`src/hdl/ahp_map.svh`:
```
// constants for the byte-wide converter host port
// What this block does
// a rising write strobe with chip select low, read high, register-select low, calibration high and busy high starts a conversion unless in hold mode.
// a read with register-select low and byte-select low drives the lower result byte.
// a read with register-select low and byte-select high drives the upper result byte.
// a write with register-select and byte-select high stores the bus byte in the control register; its rising edge starts a conversion if bits 1 and 2 are 0.
// a read with register-select and byte-select high drives the control register.
// the host never writes with register-select high and byte-select low.
// the host adds a calibration after power-on if the reference settled late.
// busy is low during a conversion or calibration and start requests other than a calibration input edge are then ignored.
// with chip select high and calibration high the data bus floats.
// a rising edge on the calibration input starts a calibration whatever the other lines are.
// control bit three is sleep, bit one starts calibration, bit two selects hold control, bit zero selects latched output.
`ifndef AHP_MAP_SVH
`define AHP_MAP_SVH
`define AHP_BIT_LATCH 0
`define AHP_BIT_TRIM 1
`define AHP_BIT_HOLD 2
`define AHP_BIT_SLEEP 3
`define AHP_CTRL_RST 8'h00
`define AHP_CONV_CYC 16'h000D
`define AHP_CAL_CYC 16'h00B9
`define AHP_REF_SETTLE_CYC 33056
`endif

```
`src/hdl/ahp_pkg.sv`:
```
// types for the converter host port
package ahp_pkg;
  typedef enum logic [2:0] {
    AHP_IDLE = 3'b001,
    AHP_CONV = 3'b010,
    AHP_CAL = 3'b100
  } ahp_state_t;
endpackage

```
`src/hdl/ahp_seq_if.sv`:
```
// handshake between the port decoder and the sequencer
`timescale 1ns/1ps
interface ahp_seq_if;
  logic start_conv;
  logic start_cal;
  logic busy;
  logic done;
  modport port (output start_conv, output start_cal, input busy, input done);
  modport seq (input start_conv, input start_cal, output busy, output done);
endinterface

```
`src/hdl/ahp_port.sv`:
```
// byte-wide host port of the converter
`timescale 1ns/1ps
`include "ahp_map.svh"
module ahp_port #(
  parameter int RES_W = 12
) (
  // clock and reset
  input wire logic i_clk,
  input wire logic i_rst_n,
  // host strobes and selects (pins)
  input wire logic i_cs_n,
  input wire logic i_rd_n,
  input wire logic i_wr_n,
  input wire logic i_control_register_select,
  input wire logic i_upper_byte_select,
  input wire logic i_cal_n,
  // data bus
  input wire logic [7:0] i_data,
  output logic [7:0] o_data,
  output logic o_data_oe_n,
  // status and converter side
  output logic o_busy_n,
  input wire logic [RES_W-1:0] i_sample,
  output logic o_sleep,
  output logic o_hold_control,
  output logic o_output_latch
);
  import ahp_pkg::*;
  ahp_seq_if sq();

  // ----------------------------------------
  // pin synchronisers
  // ----------------------------------------
  logic [5:0] s1_ff, s2_ff, s3_ff;
  logic [7:0] d1_ff, d2_ff;
  always_ff @(posedge i_clk or negedge i_rst_n) begin
    if (!i_rst_n) begin
      s1_ff <= 6'h3F;
      s2_ff <= 6'h3F;
      s3_ff <= 6'h3F;
      d1_ff <= 8'h00;
      d2_ff <= 8'h00;
    end else begin
      s1_ff <= {i_cs_n, i_rd_n, i_wr_n, i_control_register_select, i_upper_byte_select, i_cal_n};
      s2_ff <= s1_ff;
      s3_ff <= s2_ff;
      d1_ff <= i_data;
      d2_ff <= d1_ff;
    end
  end
  logic cs_n, rd_n, wr_n, rsel, usel, cal, wr_p, cal_p;
  assign cs_n = s2_ff[5];
  assign rd_n = s2_ff[4];
  assign wr_n = s2_ff[3];
  assign rsel = s2_ff[2];
  assign usel = s2_ff[1];
  assign cal = s2_ff[0];
  assign wr_p = !s3_ff[3] && !s3_ff[5] && s3_ff[4] && cal;
  logic wr_rise;
  assign wr_rise = wr_p && wr_n && !s3_ff[5];
  assign cal_p = cal && !s3_ff[0];

  // ----------------------------------------
  // control register
  // ----------------------------------------
  logic [7:0] ctrl_ff;
  logic ctrl_wr, trim_req;
  assign ctrl_wr = !cs_n && !wr_n && rd_n && rsel && usel && cal && !sq.busy;
  assign trim_req = ctrl_wr && d2_ff[`AHP_BIT_TRIM];
  always_ff @(posedge i_clk or negedge i_rst_n) begin
    if (!i_rst_n) begin
      ctrl_ff <= `AHP_CTRL_RST;
    end else if (ctrl_wr) begin
      ctrl_ff <= d2_ff;
      ctrl_ff[`AHP_BIT_TRIM] <= 1'b0;
    end
  end

  // ----------------------------------------
  // starts
  // ----------------------------------------
  logic hold_mode;
  assign hold_mode = ctrl_ff[`AHP_BIT_HOLD];
  // a write rising edge with register-select low starts a conversion unless in hold control mode
  assign sq.start_conv = ((wr_rise && !s3_ff[2] && !hold_mode) || pend_conv_ff) && !sq.busy;
  logic wr_sfr_rise;
  assign wr_sfr_rise = wr_rise && s3_ff[2] && s3_ff[1] && !sq.busy;
  logic wr_sfr_rise_ff;
  always_ff @(posedge i_clk or negedge i_rst_n) begin
    if (!i_rst_n) begin
      wr_sfr_rise_ff <= 1'b0;
    end else begin
      wr_sfr_rise_ff <= wr_sfr_rise;
    end
  end
  logic trim_pend_ff;
  always_ff @(posedge i_clk or negedge i_rst_n) begin
    if (!i_rst_n) begin
      trim_pend_ff <= 1'b0;
    end else if (trim_req) begin
      trim_pend_ff <= 1'b1;
    end else if (sq.start_cal) begin
      trim_pend_ff <= 1'b0;
    end
  end
  assign sq.start_cal = cal_p || (trim_pend_ff && wr_sfr_rise_ff);
  // second start path: control write edge when not calibrating and not in hold control mode
  logic conv_after_sfr;
  assign conv_after_sfr = wr_sfr_rise_ff && !trim_pend_ff && !hold_mode;

  ahp_seq u_seq (
    .i_clk(i_clk),
    .i_rst_n(i_rst_n),
    .sq(sq.seq)
  );

  // delayed start for control writes, ignored while busy
  logic pend_conv_ff;
  always_ff @(posedge i_clk or negedge i_rst_n) begin
    if (!i_rst_n) begin
      pend_conv_ff <= 1'b0;
    end else if (conv_after_sfr && !sq.busy) begin
      pend_conv_ff <= 1'b1;
    end else begin
      pend_conv_ff <= 1'b0;
    end
  end

  // ----------------------------------------
  // result and read mux
  // ----------------------------------------
  logic [RES_W-1:0] res_ff;
  always_ff @(posedge i_clk or negedge i_rst_n) begin
    if (!i_rst_n) begin
      res_ff <= '0;
    end else if (sq.done) begin
      res_ff <= i_sample;
    end
  end
  logic [15:0] res16;
  assign res16 = 16'(res_ff);
  // byte views of the result
  logic [7:0] res_lo, res_hi;
  assign res_lo = res16[7:0];
  assign res_hi = res16[15:8];
  logic rd_act;
  assign rd_act = !cs_n && !rd_n && wr_n && cal;
  always_ff @(posedge i_clk or negedge i_rst_n) begin
    if (!i_rst_n) begin
      o_data <= 8'h00;
      o_data_oe_n <= 1'b1;
    end else begin
      o_data_oe_n <= !rd_act;
      if (!rsel && !usel) begin
        o_data <= res16[7:0];
      end else if (!rsel) begin
        o_data <= res16[15:8];
      end else if (usel) begin
        o_data <= ctrl_ff;
      end else begin
        o_data <= 8'h00;
      end
    end
  end

  // ----------------------------------------
  // status outputs
  // ----------------------------------------
  always_ff @(posedge i_clk or negedge i_rst_n) begin
    if (!i_rst_n) begin
      o_busy_n <= 1'b1;
      o_sleep <= 1'b0;
      o_hold_control <= 1'b0;
      o_output_latch <= 1'b0;
    end else begin
      o_busy_n <= !(sq.busy || pend_conv_ff);
      o_sleep <= ctrl_ff[`AHP_BIT_SLEEP] && !sq.busy;
      o_hold_control <= ctrl_ff[`AHP_BIT_HOLD];
      o_output_latch <= ctrl_ff[`AHP_BIT_LATCH];
    end
  end

  // ----------------------------------------
  // assertions
  // ----------------------------------------
  a_busy_on_conv: assert property (@(posedge i_clk) disable iff (!i_rst_n)
    sq.start_conv |=> sq.busy) else $error("busy not set after start");
  a_busy_hold: assert property (@(posedge i_clk) disable iff (!i_rst_n)
    sq.busy |-> ##1 !o_busy_n) else $error("busy pin not low");
  a_no_start_busy: assert property (@(posedge i_clk) disable iff (!i_rst_n)
    sq.busy |-> !sq.start_conv) else $error("start accepted while busy");
  a_float_idle: assert property (@(posedge i_clk) disable iff (!i_rst_n)
    (cs_n && cal) |=> o_data_oe_n) else $error("bus driven when deselected");
  a_cal_edge: assert property (@(posedge i_clk) disable iff (!i_rst_n)
    cal_p |=> (u_seq.state_ff == AHP_CAL)) else $error("calibration not started");
  a_low_byte: assert property (@(posedge i_clk) disable iff (!i_rst_n)
    (rd_act && !rsel && !usel) |=> (o_data == $past(res_lo) && !o_data_oe_n))
    else $error("low byte wrong");
  a_high_byte: assert property (@(posedge i_clk) disable iff (!i_rst_n)
    (rd_act && !rsel && usel) |=> (o_data == $past(res_hi)))
    else $error("high byte wrong");
  a_ctrl_read: assert property (@(posedge i_clk) disable iff (!i_rst_n)
    (rd_act && rsel && usel) |=> (o_data == $past(ctrl_ff))) else $error("control read wrong");
  a_ctrl_store: assert property (@(posedge i_clk) disable iff (!i_rst_n)
    (ctrl_wr && !d2_ff[`AHP_BIT_TRIM]) |=> (ctrl_ff == $past(d2_ff))) else $error("control not stored");
  a_conv_start: assert property (@(posedge i_clk) disable iff (!i_rst_n)
    (wr_rise && !s3_ff[2] && !sq.busy && !hold_mode) |=> sq.busy) else $error("write edge no conversion");
  a_sfr_conv: assert property (@(posedge i_clk) disable iff (!i_rst_n)
    pend_conv_ff |=> sq.busy) else $error("control write no conversion");
  a_trim_cal: assert property (@(posedge i_clk) disable iff (!i_rst_n)
    (trim_pend_ff && wr_sfr_rise_ff) |=> (u_seq.state_ff == AHP_CAL)) else $error("trim bit no calibration");
  a_sleep_out: assert property (@(posedge i_clk) disable iff (!i_rst_n)
    (ctrl_ff[`AHP_BIT_SLEEP] && !sq.busy) |=> o_sleep) else $error("sleep output low");
  a_read_drive: assert property (@(posedge i_clk) disable iff (!i_rst_n)
    rd_act |=> !o_data_oe_n) else $error("bus not driven on read");

  // ----------------------------------------
  // coverage
  // ----------------------------------------
  c_conv: cover property (@(posedge i_clk) sq.start_conv);
  c_cal: cover property (@(posedge i_clk) cal_p);
  c_ctrl: cover property (@(posedge i_clk) ctrl_wr);
  c_done: cover property (@(posedge i_clk) sq.done);
  c_sfr_conv: cover property (@(posedge i_clk) pend_conv_ff);
endmodule

```
`src/hdl/ahp_seq.sv`:
```
// conversion and calibration sequencer
`timescale 1ns/1ps
`include "ahp_map.svh"
module ahp_seq (
  // clock and reset
  input wire logic i_clk,
  input wire logic i_rst_n,
  // control
  ahp_seq_if.seq sq
);
  import ahp_pkg::*;
  ahp_state_t state_ff;
  logic [15:0] cnt_ff;

  // ----------------------------------------
  // sequence
  // ----------------------------------------
  always_ff @(posedge i_clk or negedge i_rst_n) begin
    if (!i_rst_n) begin
      state_ff <= AHP_IDLE;
      cnt_ff <= 16'h0000;
    end else begin
      case (state_ff)
        AHP_IDLE: begin
          if (sq.start_cal) begin
            state_ff <= AHP_CAL;
            cnt_ff <= `AHP_CAL_CYC;
          end else if (sq.start_conv) begin
            state_ff <= AHP_CONV;
            cnt_ff <= `AHP_CONV_CYC;
          end
        end
        AHP_CONV, AHP_CAL: begin
          if (sq.start_cal) begin
            state_ff <= AHP_CAL;
            cnt_ff <= `AHP_CAL_CYC;
          end else if (cnt_ff == 16'h0001) begin
            state_ff <= AHP_IDLE;
            cnt_ff <= 16'h0000;
          end else begin
            cnt_ff <= cnt_ff - 16'h0001;
          end
        end
        default: state_ff <= AHP_IDLE;
      endcase
    end
  end

  assign sq.busy = (state_ff != AHP_IDLE);
  assign sq.done = (state_ff == AHP_CONV) && (cnt_ff == 16'h0001) && !sq.start_cal;
endmodule

```
`config.mk`:
```
export PLATFORM = sky130hd
export DESIGN_NAME = ahp_port
export DESIGN_NICKNAME = d
export VERILOG_FILES = /design/src/hdl/ahp_pkg.sv /design/src/hdl/ahp_seq_if.sv /design/src/hdl/ahp_port.sv /design/src/hdl/ahp_seq.sv
export VERILOG_INCLUDE_DIRS = /design/src /design/src/hdl
export SDC_FILE = /design/constraint.sdc
export NUM_CORES = 1
export LEC_CHECK = 0
export ABC_AREA = 1
export BUFFER_PORTS_ARGS = -buffer_cell sky130_fd_sc_hd__buf_2
export CAP_MARGIN = 0
export CELL_PAD_IN_SITES_DETAIL_PLACEMENT = 1
export CELL_PAD_IN_SITES_GLOBAL_PLACEMENT = 2
export CORE_ASPECT_RATIO = 0.8
export CORE_MARGIN = 3
export CORE_UTILIZATION = 39
export DETAILED_ROUTE_END_ITERATION = 8
export PLACE_DENSITY = 0.87
export SYNTH_ARGS = -nofsm -noshare
export SYNTH_HDL_FRONTEND = slang
export SYNTH_HIERARCHICAL = 1
export SYNTH_SLANG_ARGS = --single-unit
export TNS_END_PERCENT = 1
```
`constraint.sdc`:
```
create_clock -name i_clk -period 3.77 [get_ports i_clk]
set_clock_uncertainty 0.15 [all_clocks]
set_input_delay 0.754 -clock i_clk [delete_from_list [all_inputs] [get_ports i_clk]]
set_output_delay 0.754 -clock i_clk [all_outputs]
set_load 0.01 [all_outputs]
```
* Yosys cells after proc, flatten, opt, wreduce, memory -nomap -nowiden
Index checks and enable logic that the tools add are counted.
Cells by class: reduce and logical (&&, ||, !) cells 53, multiplexer cells 16, eq/ne operators 7, multipliers 0, shift-type cells 0, bitwise operators 0, divide/modulo/power cells 0, magnitude comparators 0, $add $sub $neg 1
Operators by type and width (number):
- 2-to-1 mux 16 bit | 4
- one-hot mux 16 bit (2 select lines) | 1
- logical AND 1 bit | 30
- 2-to-1 mux 8 bit | 3
- == test 16 x 1 -> 1 bit, second input constant | 1
- subtractor 16 x 1 -> 16 bit, second input constant | 1
- zero test 1 bit | 15
- 2-to-1 mux 3 bit | 4
- != test 3 x 1 -> 1 bit, second input constant | 2
- one-hot mux 3 bit (2 select lines) | 1
- AND reduction 2 bit | 2
- nonzero test 2 bit | 2
- == test 3 x 1 -> 1 bit, second input constant | 1
- == test 3 x 2 -> 1 bit, second input constant | 1
- == test 3 bit, second input constant | 1
- logical OR 1 bit | 3
- 2-to-1 mux 1 bit | 3
- != test 3 x 2 -> 1 bit, second input constant | 1
- OR reduction 2 bit | 1
Word-level totals: memories 0, output and inout port bits 13, bits in read-only memories 0, bits in latches 0, word-level logic and storage cells 95, register bits 88, bits of input ports 28, bits in writable memories 0

* Depth between registers and ports, before layout
Gate-level depths: netlist of run 1.
word-level depth 13, mapped depth 12, mapped depth without buffers 12

* Hierarchy
Netlist of run 1, hierarchy kept.
Modules (own cells, without submodules):
- ahp_port | cells each 173, sequential area each 1751.7 um^2, area an instance 2252.2 um^2, times used 1
- ahp_seq | cells each 174, sequential area each 476.7 um^2, area an instance 1197.4 um^2, times used 1

* Least setup slack after synthesis of run 1
OpenSTA, ideal clock, no wires.
path type register to register, from register s2_ff[0], to register res_ff[2], arrival time 1.818 ns, stages on the path, launching flop included 6, library setup time 0.125 ns, data required time 3.495 ns, period minus slack after synthesis 2.093 ns, setup slack 1.677 ns, path buffers 1, cell sequence dfstp_2 > inv_1 > o21ai_0 > nor4_1 > buf_2 > mux2_2
Between the ends: word-level cells in the longest chain between the ends 4
Ends and longest elaborated chain:
- start, declared | line ahp_port.sv:34 | logic [5:0] s1_ff, s2_ff, s3_ff;
- start signal, assigned | line ahp_port.sv:39 | s2_ff <= 6'h3F;
- start signal, assigned | line ahp_port.sv:45 | s2_ff <= s1_ff;
- logical AND 1 bit | line ahp_port.sv:61 | assign cal_p = cal && !s3_ff[0];
- logical OR 1 bit | line ahp_port.sv:106 | assign sq.start_cal = cal_p || (trim_pend_ff && wr_sfr_rise_ff);
- named net sq.start_cal | line ahp_seq_if.sv:5 | logic start_cal;
- zero test 1 bit | line ahp_seq.sv:50 | assign sq.done = (state_ff == AHP_CONV) && (cnt_ff == 16'h0001) && !sq.start_cal;
- logical AND 1 bit | line ahp_seq.sv:50
- named net sq.done | line ahp_seq_if.sv:7 | logic done;
- end signal, assigned | line ahp_port.sv:137 | res_ff <= i_sample;
- end, declared | line ahp_port.sv:132 | logic [RES_W-1:0] res_ff;
The timed path passes the listed nets, and every way through them passes these cells. A chain may end at the register's enable or synchronous reset.

* Final worst setup path of run 1
from register s2_ff[0], to register u_seq.cnt_ff[2]
Between the ends: elaborated cells on any way between the ends 14, classes of those cells eq/ne (1); mux (3); reduce/logical (10)
RTL lines:
- logical AND 1 bit (*) | line ahp_port.sv:61
- logical OR 1 bit (*) | line ahp_port.sv:106
- named net sq.start_cal | line ahp_seq_if.sv:5
- 2-to-1 mux 16 bit, or another cell as far along | line ahp_seq.sv:34 | if (sq.start_cal) begin
- one-hot mux 16 bit (2 select lines) or AND reduction 2 bit (tied branches)
- end signal, assigned | line ahp_seq.sv:27 | cnt_ff <= `AHP_CAL_CYC;
- end signal, assigned | line ahp_seq.sv:30 | cnt_ff <= `AHP_CONV_CYC;
- end signal, assigned | line ahp_seq.sv:36 | cnt_ff <= `AHP_CAL_CYC;
- end, declared | line ahp_seq.sv:13 | logic [15:0] cnt_ff;
The timed path passes the listed nets; every way through them passes the cells marked *.

==> impl_metrics.csv, run 1 <==
group,metric,value,unit
logic_synthesis,synth.net_count,377,
global_route,grt_pass1_vias,2633,
sta,fin_worst_hold_slack,0.208,ns
die,dieArea,10000,um2
die,die_width,111,um
detailed_routing,drt-pass1-iter-count,4,
detailed_routing,routed-via-count,2487,
critical_path,regToRegEndpoint,"u_seq/cnt_ff[2]",
finish,sequential_cell_area,2230,um2
global_route,grt.total_usage,16.3,%
finish,multi_input_comb_area,1050,um2
detailed_routing,remaining_drc_errors,0,
run_status,outcome,"finished clean",
logic_synthesis,synth_top_family_by_area,"simple AND/OR/NAND/NOR gates",
placed_design,hpwl_reported_at_the_end_of_detailed_placement,5.46,mm
logic_synthesis,synthesis.instances,347,
critical_path,r2r_cells,10,
logic_synthesis,share_of_async_settable_or_async_resettable_flops_after_synthesis,100,%
logic_synthesis,synth-adder-area-share,0.725,%
detailed_routing,drt_wl_total,7.58,mm
power,p_leak,1.99,nW
finish,drive_above_1_share,25.1,%
placed_design,gp_congestion,0.766,
critical_path,critical_path.reg2reg.startpoint,"s2_ff[0]",
sta,maxSlewViolCount,0,
min_path,hold_path_class,"reg -> reg",
logic_synthesis,synth-edff-count,0,
logic_synthesis,synth.mux.area_fraction,0.979,%
min_path,holdPathStages,0,
die,die-height,90.1,um
logic_synthesis,netlist.top_cell.by_area,"sky130_fd_sc_hd__dfrtp_1",
sta,final_hold_violation_count,0,
critical_path,cp.required,3.92,ns
logic_synthesis,synth_commonest_cells,"sky130_fd_sc_hd__nand2_1 (87), sky130_fd_sc_hd__dfrtp_1 (67), sky130_fd_sc_hd__nor2_1 (42)",
finish,final_net_count,428,
sta,finalCritPeriodShare,64.4,%
clocking,worst_skew_pair.late_latency,0.36,ns
sta,finalSetupViolCount,0,
sta,worst_slew_pin_slew,0.907,ns
sta,maxClockFrequency,0.412,GHz
logic_synthesis,synthDominantCellAreaShare,48.6,%
clocking,clock_tree.root_cell,"sky130_fd_sc_hd__clkbuf_8",
die,placement_rows,30,
sta,rsz0062_at_grt,"false",
min_path,hp-start,"d1_ff[7]",
logic_synthesis,ys_top_cells_by_area,"sky130_fd_sc_hd__dfrtp_1 (49%), sky130_fd_sc_hd__dfstp_2 (16%), sky130_fd_sc_hd__nand2_1 (9.5%)",
critical_path,worst-path-max-fanout,18,
logic_synthesis,synth_area_per_cell,9.94,um2
critical_path,crit_path_start_kind,"flip-flop",
finish,n_fill_cell,992,
logic_synthesis,synth_seq_cells,88,
critical_path,critPathKind,"reg -> reg",
logic_synthesis,synth_compound_gate_area_share,5.77,%
flow_run,cap_violations,0,
die,initial_core_util,40.3,%
clocking,cts.repair.resized,0,
detailed_routing,detail_route.iter0.violations,101,
global_route,remaining_global_route_overflow,0,
logic_synthesis,synthMostInstantiatedCell,"sky130_fd_sc_hd__nand2_1",
logic_synthesis,yosys_most_used_dff,"sky130_fd_sc_hd__dfrtp_1",
clocking,clkSinkCount,88,
global_route,global_route.usage.met3,4.10,%
clocking,clk_path_buf_depth,2,
critical_path,regToRegSetupSlack,1.34,ns
logic_synthesis,yosys.area_share.simple,22.3,%
power,power.ir.vdd_worst,248,uV
global_route,grt.busiest_layer,"met2",
global_route,grt_antenna_before_repair,0,
critical_path,timing.critical_path.arrival,2.58,ns
clocking,numCtsBuffers,9,
finish,num_antenna_cells,0,
detailed_routing,detail_route.wl_per_cell,14.7,um
clocking,htreeDepth,3,
die,core_ar,8560,um2
global_route,met1_usage,23.0,%
global_route,grt_use_met2,25.1,%
detailed_routing,vias_per_inst,4.83,
logic_synthesis,synthXorXnorAreaFrac,0.508,%
logic_synthesis,syn_area,3450,um2
die,ios,41,
clocking,clock_pin_transition_on_the_worst_setup_and_hold_timing_paths,0.10,ns
global_route,grt_pass1_wl,13.0,mm
power,powerDensity,583,nW/um2
critical_path,end_kind,"flip-flop",
sta,slew_headroom,38.9,%
clocking,tritoncts,"yes",
logic_synthesis,yosys.cell_types.count,30,
sta,fin_crit,2.43,ns
finish,area_growth_syn_to_layout,16.0,%
detailed_routing,post_route_antenna_net_violation_count,0,
global_route,grt_max_degree,65,
clocking,cts.hold.buffers_added,0,
sta,final.setup.tns,0,ns
logic_synthesis,seq_area_frac_synth,64.6,%
min_path,whs_endpoint,"d2_ff[7]",
logic_synthesis,synth_warnings,6,
clocking,post-cts-setup-buffers,0,
placed_design,numPortBuffers,40,
metal layers:
metal,vias to the layer above,routed length [um]
li1,1198,-
met1,1240,3760
met3,4,240
met4,0,43
met2,45,3530
met5,-,0
final cells by class:
type / count / share of cell area [%]
multi-input combinational: 215 / 26.3
clock inverter: 7 / 1.88
timing repair buffer: 43 / 5.63
clock buffer: 9 / 3.10
tap: 112 / 3.50
sequential: 88 / 55.7
inverter: 41 / 3.91
registers in the layout, indices dropped and copies added, names as in the netlist, 3 cells and up:
name and flops:
u_seq/cnt_ff 16, res_ff 12, d1_ff 8, d2_ff 8, o_data 8, ctrl_ff 7, s1_ff 6, s2_ff 6
s3_ff 6, u_seq/state_ff 3
where the power goes:
part	total (mW)	switching, mW	internal (mW)
combinational	0.515	0.348	0.167
sequential	1.17	0.0903	1.08
clock	0.646	0.385	0.261
total	2.33	0.823	1.51
cells in the final DEF (no fill, tap or decap), drive strengths merged, types with 4 or more instances in the layout:
cell,n
nand4,4
inv,44
nand2,93
a21oi,8
nand3,22
o211ai,4
nor2,47
dfstp,21
o21ai,19
buf,43
clkbuf,9
dfrtp,67
per-stage QoR:
stage | util (%) | std cells | area, um2 | power [mW] | worst slack, ns
final | 46.7 | 515 | 4000 | 2.33 | 1.34
after global routing | 46.7 | 515 | 4000 | 2.49 | 1.11
after CTS | 46.7 | 515 | 4000 | 2.36 | 1.32
after detailed placement | 44.4 | 499 | 3800 | 1.71 | 1.35
after global placement | 44.4 | 499 | 3800 | 1.68 | 1.45
after floorplan | - | 347 | 3450 | 1.53 | 1.68
kinds of logic (layout without fill, tap and decap cells):
| family | Yosys count | count (layout) |
|---|---|---|
| compound gates | 36 | 36 |
| simple gates | 172 | 172 |
| fa+ha+maj | 2 | 2 |
| buf+inv | 44 | 100 |
| flops | 88 | 88 |
| mux | 3 | 3 |
| xor+xnor | 2 | 2 |
worst max-delay path, cell delays in order, from the launching register on:
cell and delay [ns]:
sky130_fd_sc_hd__dfstp_2 0.56, sky130_fd_sc_hd__inv_1 0.05, sky130_fd_sc_hd__o21ai_0 0.70, sky130_fd_sc_hd__inv_2 0.10, sky130_fd_sc_hd__nand2_1 0.11, sky130_fd_sc_hd__nand2_1 0.10, sky130_fd_sc_hd__nand2_4 0.22, sky130_fd_sc_hd__inv_4 0.10
sky130_fd_sc_hd__nor2_4 0.13, sky130_fd_sc_hd__nand2_1 0.08, sky130_fd_sc_hd__nand3_1 0.07
worst max-delay path by stage:
| stage | to | startpoint | slack (ns) |
|---|---|---|---|
| floorplan | res_ff[2] | s2_ff[0] | 1.68 |
| global placement | u_seq/cnt_ff[2] | s2_ff[0] | 1.45 |
| detailed placement | u_seq/cnt_ff[15] | s2_ff[0] | 1.35 |
| CTS | u_seq/cnt_ff[2] | s2_ff[0] | 1.32 |
| global route | u_seq/cnt_ff[2] | s2_ff[0] | 1.11 |
| finish | u_seq/cnt_ff[2] | s2_ff[0] | 1.34 |
(Power assumes the default switching activity.)
==> run 2: changes to the inputs <==
--- a/config.mk
+++ b/config.mk
@@ -6,16 +6,16 @@
 export SDC_FILE = /design/constraint.sdc
 export NUM_CORES = 1
 export LEC_CHECK = 0
-export ABC_AREA = 1
+export ABC_AREA = 0
 export BUFFER_PORTS_ARGS = -buffer_cell sky130_fd_sc_hd__buf_2
 export CAP_MARGIN = 0
 export CELL_PAD_IN_SITES_DETAIL_PLACEMENT = 1
 export CELL_PAD_IN_SITES_GLOBAL_PLACEMENT = 2
 export CORE_ASPECT_RATIO = 0.8
 export CORE_MARGIN = 3
-export CORE_UTILIZATION = 39
+export CORE_UTILIZATION = 36
 export DETAILED_ROUTE_END_ITERATION = 8
-export PLACE_DENSITY = 0.87
+export PLACE_DENSITY = 0.79
 export SYNTH_ARGS = -nofsm -noshare
 export SYNTH_HDL_FRONTEND = slang
 export SYNTH_HIERARCHICAL = 1
==> constraint.sdc (replaced) <==
create_clock -name i_clk -period 2 [get_ports i_clk]
set_clock_uncertainty 0.15 [all_clocks]
set_input_delay 0.4 -clock i_clk [delete_from_list [all_inputs] [get_ports i_clk]]
set_output_delay 0.4 -clock i_clk [all_outputs]
set_load 0.01 [all_outputs]
==> impl_metrics.csv, run 2 <==
group,metric,value,unit
run_status,outcome,"finished with violations",
run_status,failing_checks,"negative setup slack",
finish,sequential_cell_area,2230,um2
critical_path,timing.critical_path.slowest_cell_delay,0.55,ns
logic_synthesis,synthMostInstantiatedCell,"sky130_fd_sc_hd__dfrtp_1",
sta,maxClockFrequency,0.460,GHz
global_route,grt.total_usage,17.1,%
global_route,grt_pass1_wl,13.8,mm
critical_path,timing.critical_path.arrival,2.27,ns
finish,multi_input_comb_area,1180,um2
finish,area_growth_syn_to_layout,35.0,%
sta,rsz0062_at_grt,"true",
clocking,htreeDepth,3,
logic_synthesis,synth_area_per_cell,13.7,um2
power,power.ir.vdd_worst,540,uV
clocking,clock_tree.root_cell,"sky130_fd_sc_hd__clkbuf_16",
detailed_routing,drt_wl_total,8.69,mm
clocking,clkSinkCount,88,
critical_path,crit_path_cell_trace,"nor4b_4 > a41oi_2 > nor2_2 > nor2_1 > o21ai_1 > o21a_2 > buf_6 > a21oi_1 > a21oi_1",
finish,drive_above_1_share,47.6,%
detailed_routing,remaining_drc_errors,0,
sta,finalSetupViolCount,37,
power,fin_total_pwr,4.06,mW
logic_synthesis,yosys_most_used_dff,"sky130_fd_sc_hd__dfrtp_1",
min_path,hold_path_class,"in -> reg",
detailed_routing,detail_route.iter0.violations,95,
finish,largest_register_ff_count,16,
detailed_routing,post_route_antenna_net_violation_count,0,
detailed_routing,vias_per_inst,5.13,
sta,fin_worst_hold_slack,0.0103,ns
global_route,grt_max_degree,34,
critical_path,cp_slowest_cell,"sky130_fd_sc_hd__dfstp_2",
logic_synthesis,netlist.top_cell.by_area,"sky130_fd_sc_hd__dfrtp_1",
logic_synthesis,synthDominantCellAreaShare,49.6,%
logic_synthesis,syn_area,3380,um2
global_route,remaining_global_route_overflow,0,
global_route,grt_pass1_vias,2547,
flow_run,cap_violations,0,
sta,finalCritPeriodShare,109,%
placed_design,numPortBuffers,40,
clocking,tritoncts,"yes",
critical_path,cp.required,2.10,ns
logic_synthesis,synthesis.instances,247,
clocking,numCtsBuffers,9,
logic_synthesis,synth_seq_cells,88,
power,p_leak,2.13,nW
critical_path,critPathKind,"reg -> reg",
critical_path,r2r_cells,9,
finish,top_register,"u_seq/cnt_ff",
critical_path,timing.critical_path.to,"u_seq/cnt_ff[3]",
logic_synthesis,share_of_async_settable_or_async_resettable_flops_after_synthesis,100,%
detailed_routing,drt-pass1-iter-count,4,
die,die_width,114,um
sta,fin_ws,-0.174,ns
clocking,clk_path_buf_depth,2,
logic_synthesis,synth-edff-count,0,
critical_path,worst-path-max-fanout,6,
global_route,grt_antenna_before_repair,0,
placed_design,worst_slack_at_placement,-0.189,ns
min_path,hp-start,"i_data[5]",
critical_path,regToRegEndpoint,"u_seq/cnt_ff[3]",
finish,layout.cells.most_common_list,"sky130_fd_sc_hd__dfrtp_1 (67), sky130_fd_sc_hd__buf_4 (42), sky130_fd_sc_hd__buf_2 (39)",
logic_synthesis,synth_commonest_cells,"sky130_fd_sc_hd__dfrtp_1 (67), sky130_fd_sc_hd__dfstp_2 (21), sky130_fd_sc_hd__mux2_2 (18), sky130_fd_sc_hd__nand2_1 (18), sky130_fd_sc_hd__nor2_1 (11)",
die,die-height,92.6,um
critical_path,end_kind,"flip-flop",
critical_path,critPathLaunch,"s3_ff[4]",
sta,slew_headroom,59.6,%
die,core_ar,8780,um2
power,powerDensity,890,nW/um2
die,ios,41,
finish,num_antenna_cells,0,
finish,n_fill_cell,920,
critical_path,critical_path.reg2reg.startpoint,"s3_ff[4]",
die,initial_core_util,38.5,%
finish,largest_registers,"u_seq/cnt_ff: 16 flops, res_ff: 12 flops",
placed_design,gp_congestion,0.788,
placed_design,hpwl_reported_at_the_end_of_detailed_placement,5.68,mm
logic_synthesis,synth.net_count,277,
logic_synthesis,ys_top_cells_by_area,"sky130_fd_sc_hd__dfrtp_1 (50%), sky130_fd_sc_hd__dfstp_2 (16%), sky130_fd_sc_hd__mux2_2 (6.0%)",
sta,final_hold_violation_count,0,
die,placement_rows,30,
critical_path,critPathMostFrequentCell,"sky130_fd_sc_hd__a21oi_1",
finish,post-route-util,51.9,%
critical_path,regToRegSetupSlack,-0.17,ns
detailed_routing,routed-via-count,2385,
finish,final_net_count,378,
finish,layout.cells.most_common,"sky130_fd_sc_hd__dfrtp_1",
clocking,clock_pin_transition_on_the_worst_setup_and_hold_timing_paths,0.07,ns
detailed_routing,detail_route.wl_per_cell,18.7,um
logic_synthesis,synth_warnings,6,
sta,maxSlewViolCount,0,
sta,worst_slew_pin_slew,0.601,ns
logic_synthesis,yosys.cell_types.count,57,
critical_path,crit_path_start_kind,"flip-flop",
die,dieArea,10600,um2
clocking,worst_skew_pair.late_latency,0.34,ns
logic_synthesis,seq_area_frac_synth,66.0,%
sta,fin_crit,2.17,ns
==> run 2: cell types whose count changed in the layout (fill, tap and decap cells not counted), moves of 10 or more <==
| cell | before | now |
|---|---|---|
| sky130_fd_sc_hd__buf_4 | 4 | 42 |
| sky130_fd_sc_hd__inv_1 | 38 | 6 |
| sky130_fd_sc_hd__mux2_4 | 0 | 10 |
| sky130_fd_sc_hd__nand2_1 | 87 | 18 |
| sky130_fd_sc_hd__nand3_1 | 22 | 2 |
| sky130_fd_sc_hd__nor2_1 | 42 | 10 |
| sky130_fd_sc_hd__o21ai_0 | 19 | 5 |
==> run 2: cell families (layout without fill, tap and decap cells) <==
| kind of cell | count (synthesis) | in the layout | synth area share (%) |
|---|---|---|---|
| flip-flops | 88 | 88 | 66.0 |
| XOR/XNOR | 1 | 1 | 0.259 |
| AND/OR/NAND/NOR | 67 | 67 | 12.7 |
| AO/OA/AOI/OAI | 53 | 53 | 10.9 |
| adder cells (fa/ha/maj) | 2 | 2 | 0.741 |
| buffers and inverters | 13 | 119 | 1.93 |
| multiplexers | 23 | 23 | 7.52 |
==> run 2: layout make-up <==
type | instances | area share (%)
well taps | 112 | 3.07
clock inverters | 7 | 1.65
flip-flops and latches | 88 | 48.8
clock buffers | 9 | 4.94
inverters | 7 | 0.576
repair buffers | 96 | 15.1
multi-input cells | 146 | 25.9
==> run 2: per-layer routing <==
metal / global-route usage (%) / vias to the layer above / share of wire (%)
met1: 22.9 / 1238 / 44
li1: - / 1096 / -
met2: 28.1 / 43 / 50
met3: 4.05 / 8 / 3.9
met4: 4.15 / 0 / 1.3
met5: 0 / - / 0
==> run 2: through the flow <==
step | instances | TNS [ns] | instance area (um2)
floorplan | 247 | -4.68 | 3400
global placement | 438 | -2.53 | 4060
detailed placement | 438 | -4.50 | 4060
CTS | 461 | -2.45 | 4480
global route | 465 | -5.92 | 4560
finish | 465 | -3.44 | 4560
==> run 2: critical path: cells and delay by family (launching register included) <==
family	cells	cell delay, ns
AO/OA/AOI/OAI	5	0.79
flip-flops	1	0.55
AND/OR/NAND/NOR	3	0.44
buffers and inverters	1	0.15
==> run 2: where the power goes <==
part	internal, mW	switching (mW)	leakage, nW
registers	1.90	0.0737	1.10
clock network	0.883	0.778	0.144
logic	0.212	0.212	0.892
==> run 2: worst min path at each step <==
stage,cells past startpoint,slack [ns],endpoint
2_1_floorplan,0,-0.05,ctrl_ff[0]
6_report,1,0.01,d1_ff[5]
3_5_place_dp,0,0.19,d2_ff[3]
5_1_grt,1,-0.008,d1_ff[4]
4_1_cts,1,0.002,d1_ff[3]
3_3_place_gp,0,0.18,d2_ff[4]
==> run 2: repair_timing <==
item,CTS,global route
setup buffers,2,1
gates resized for setup,21,9
setup endpoints to repair,37,37
pin swaps,6,5
hold endpoints to repair,25,3
hold buffers,5,3
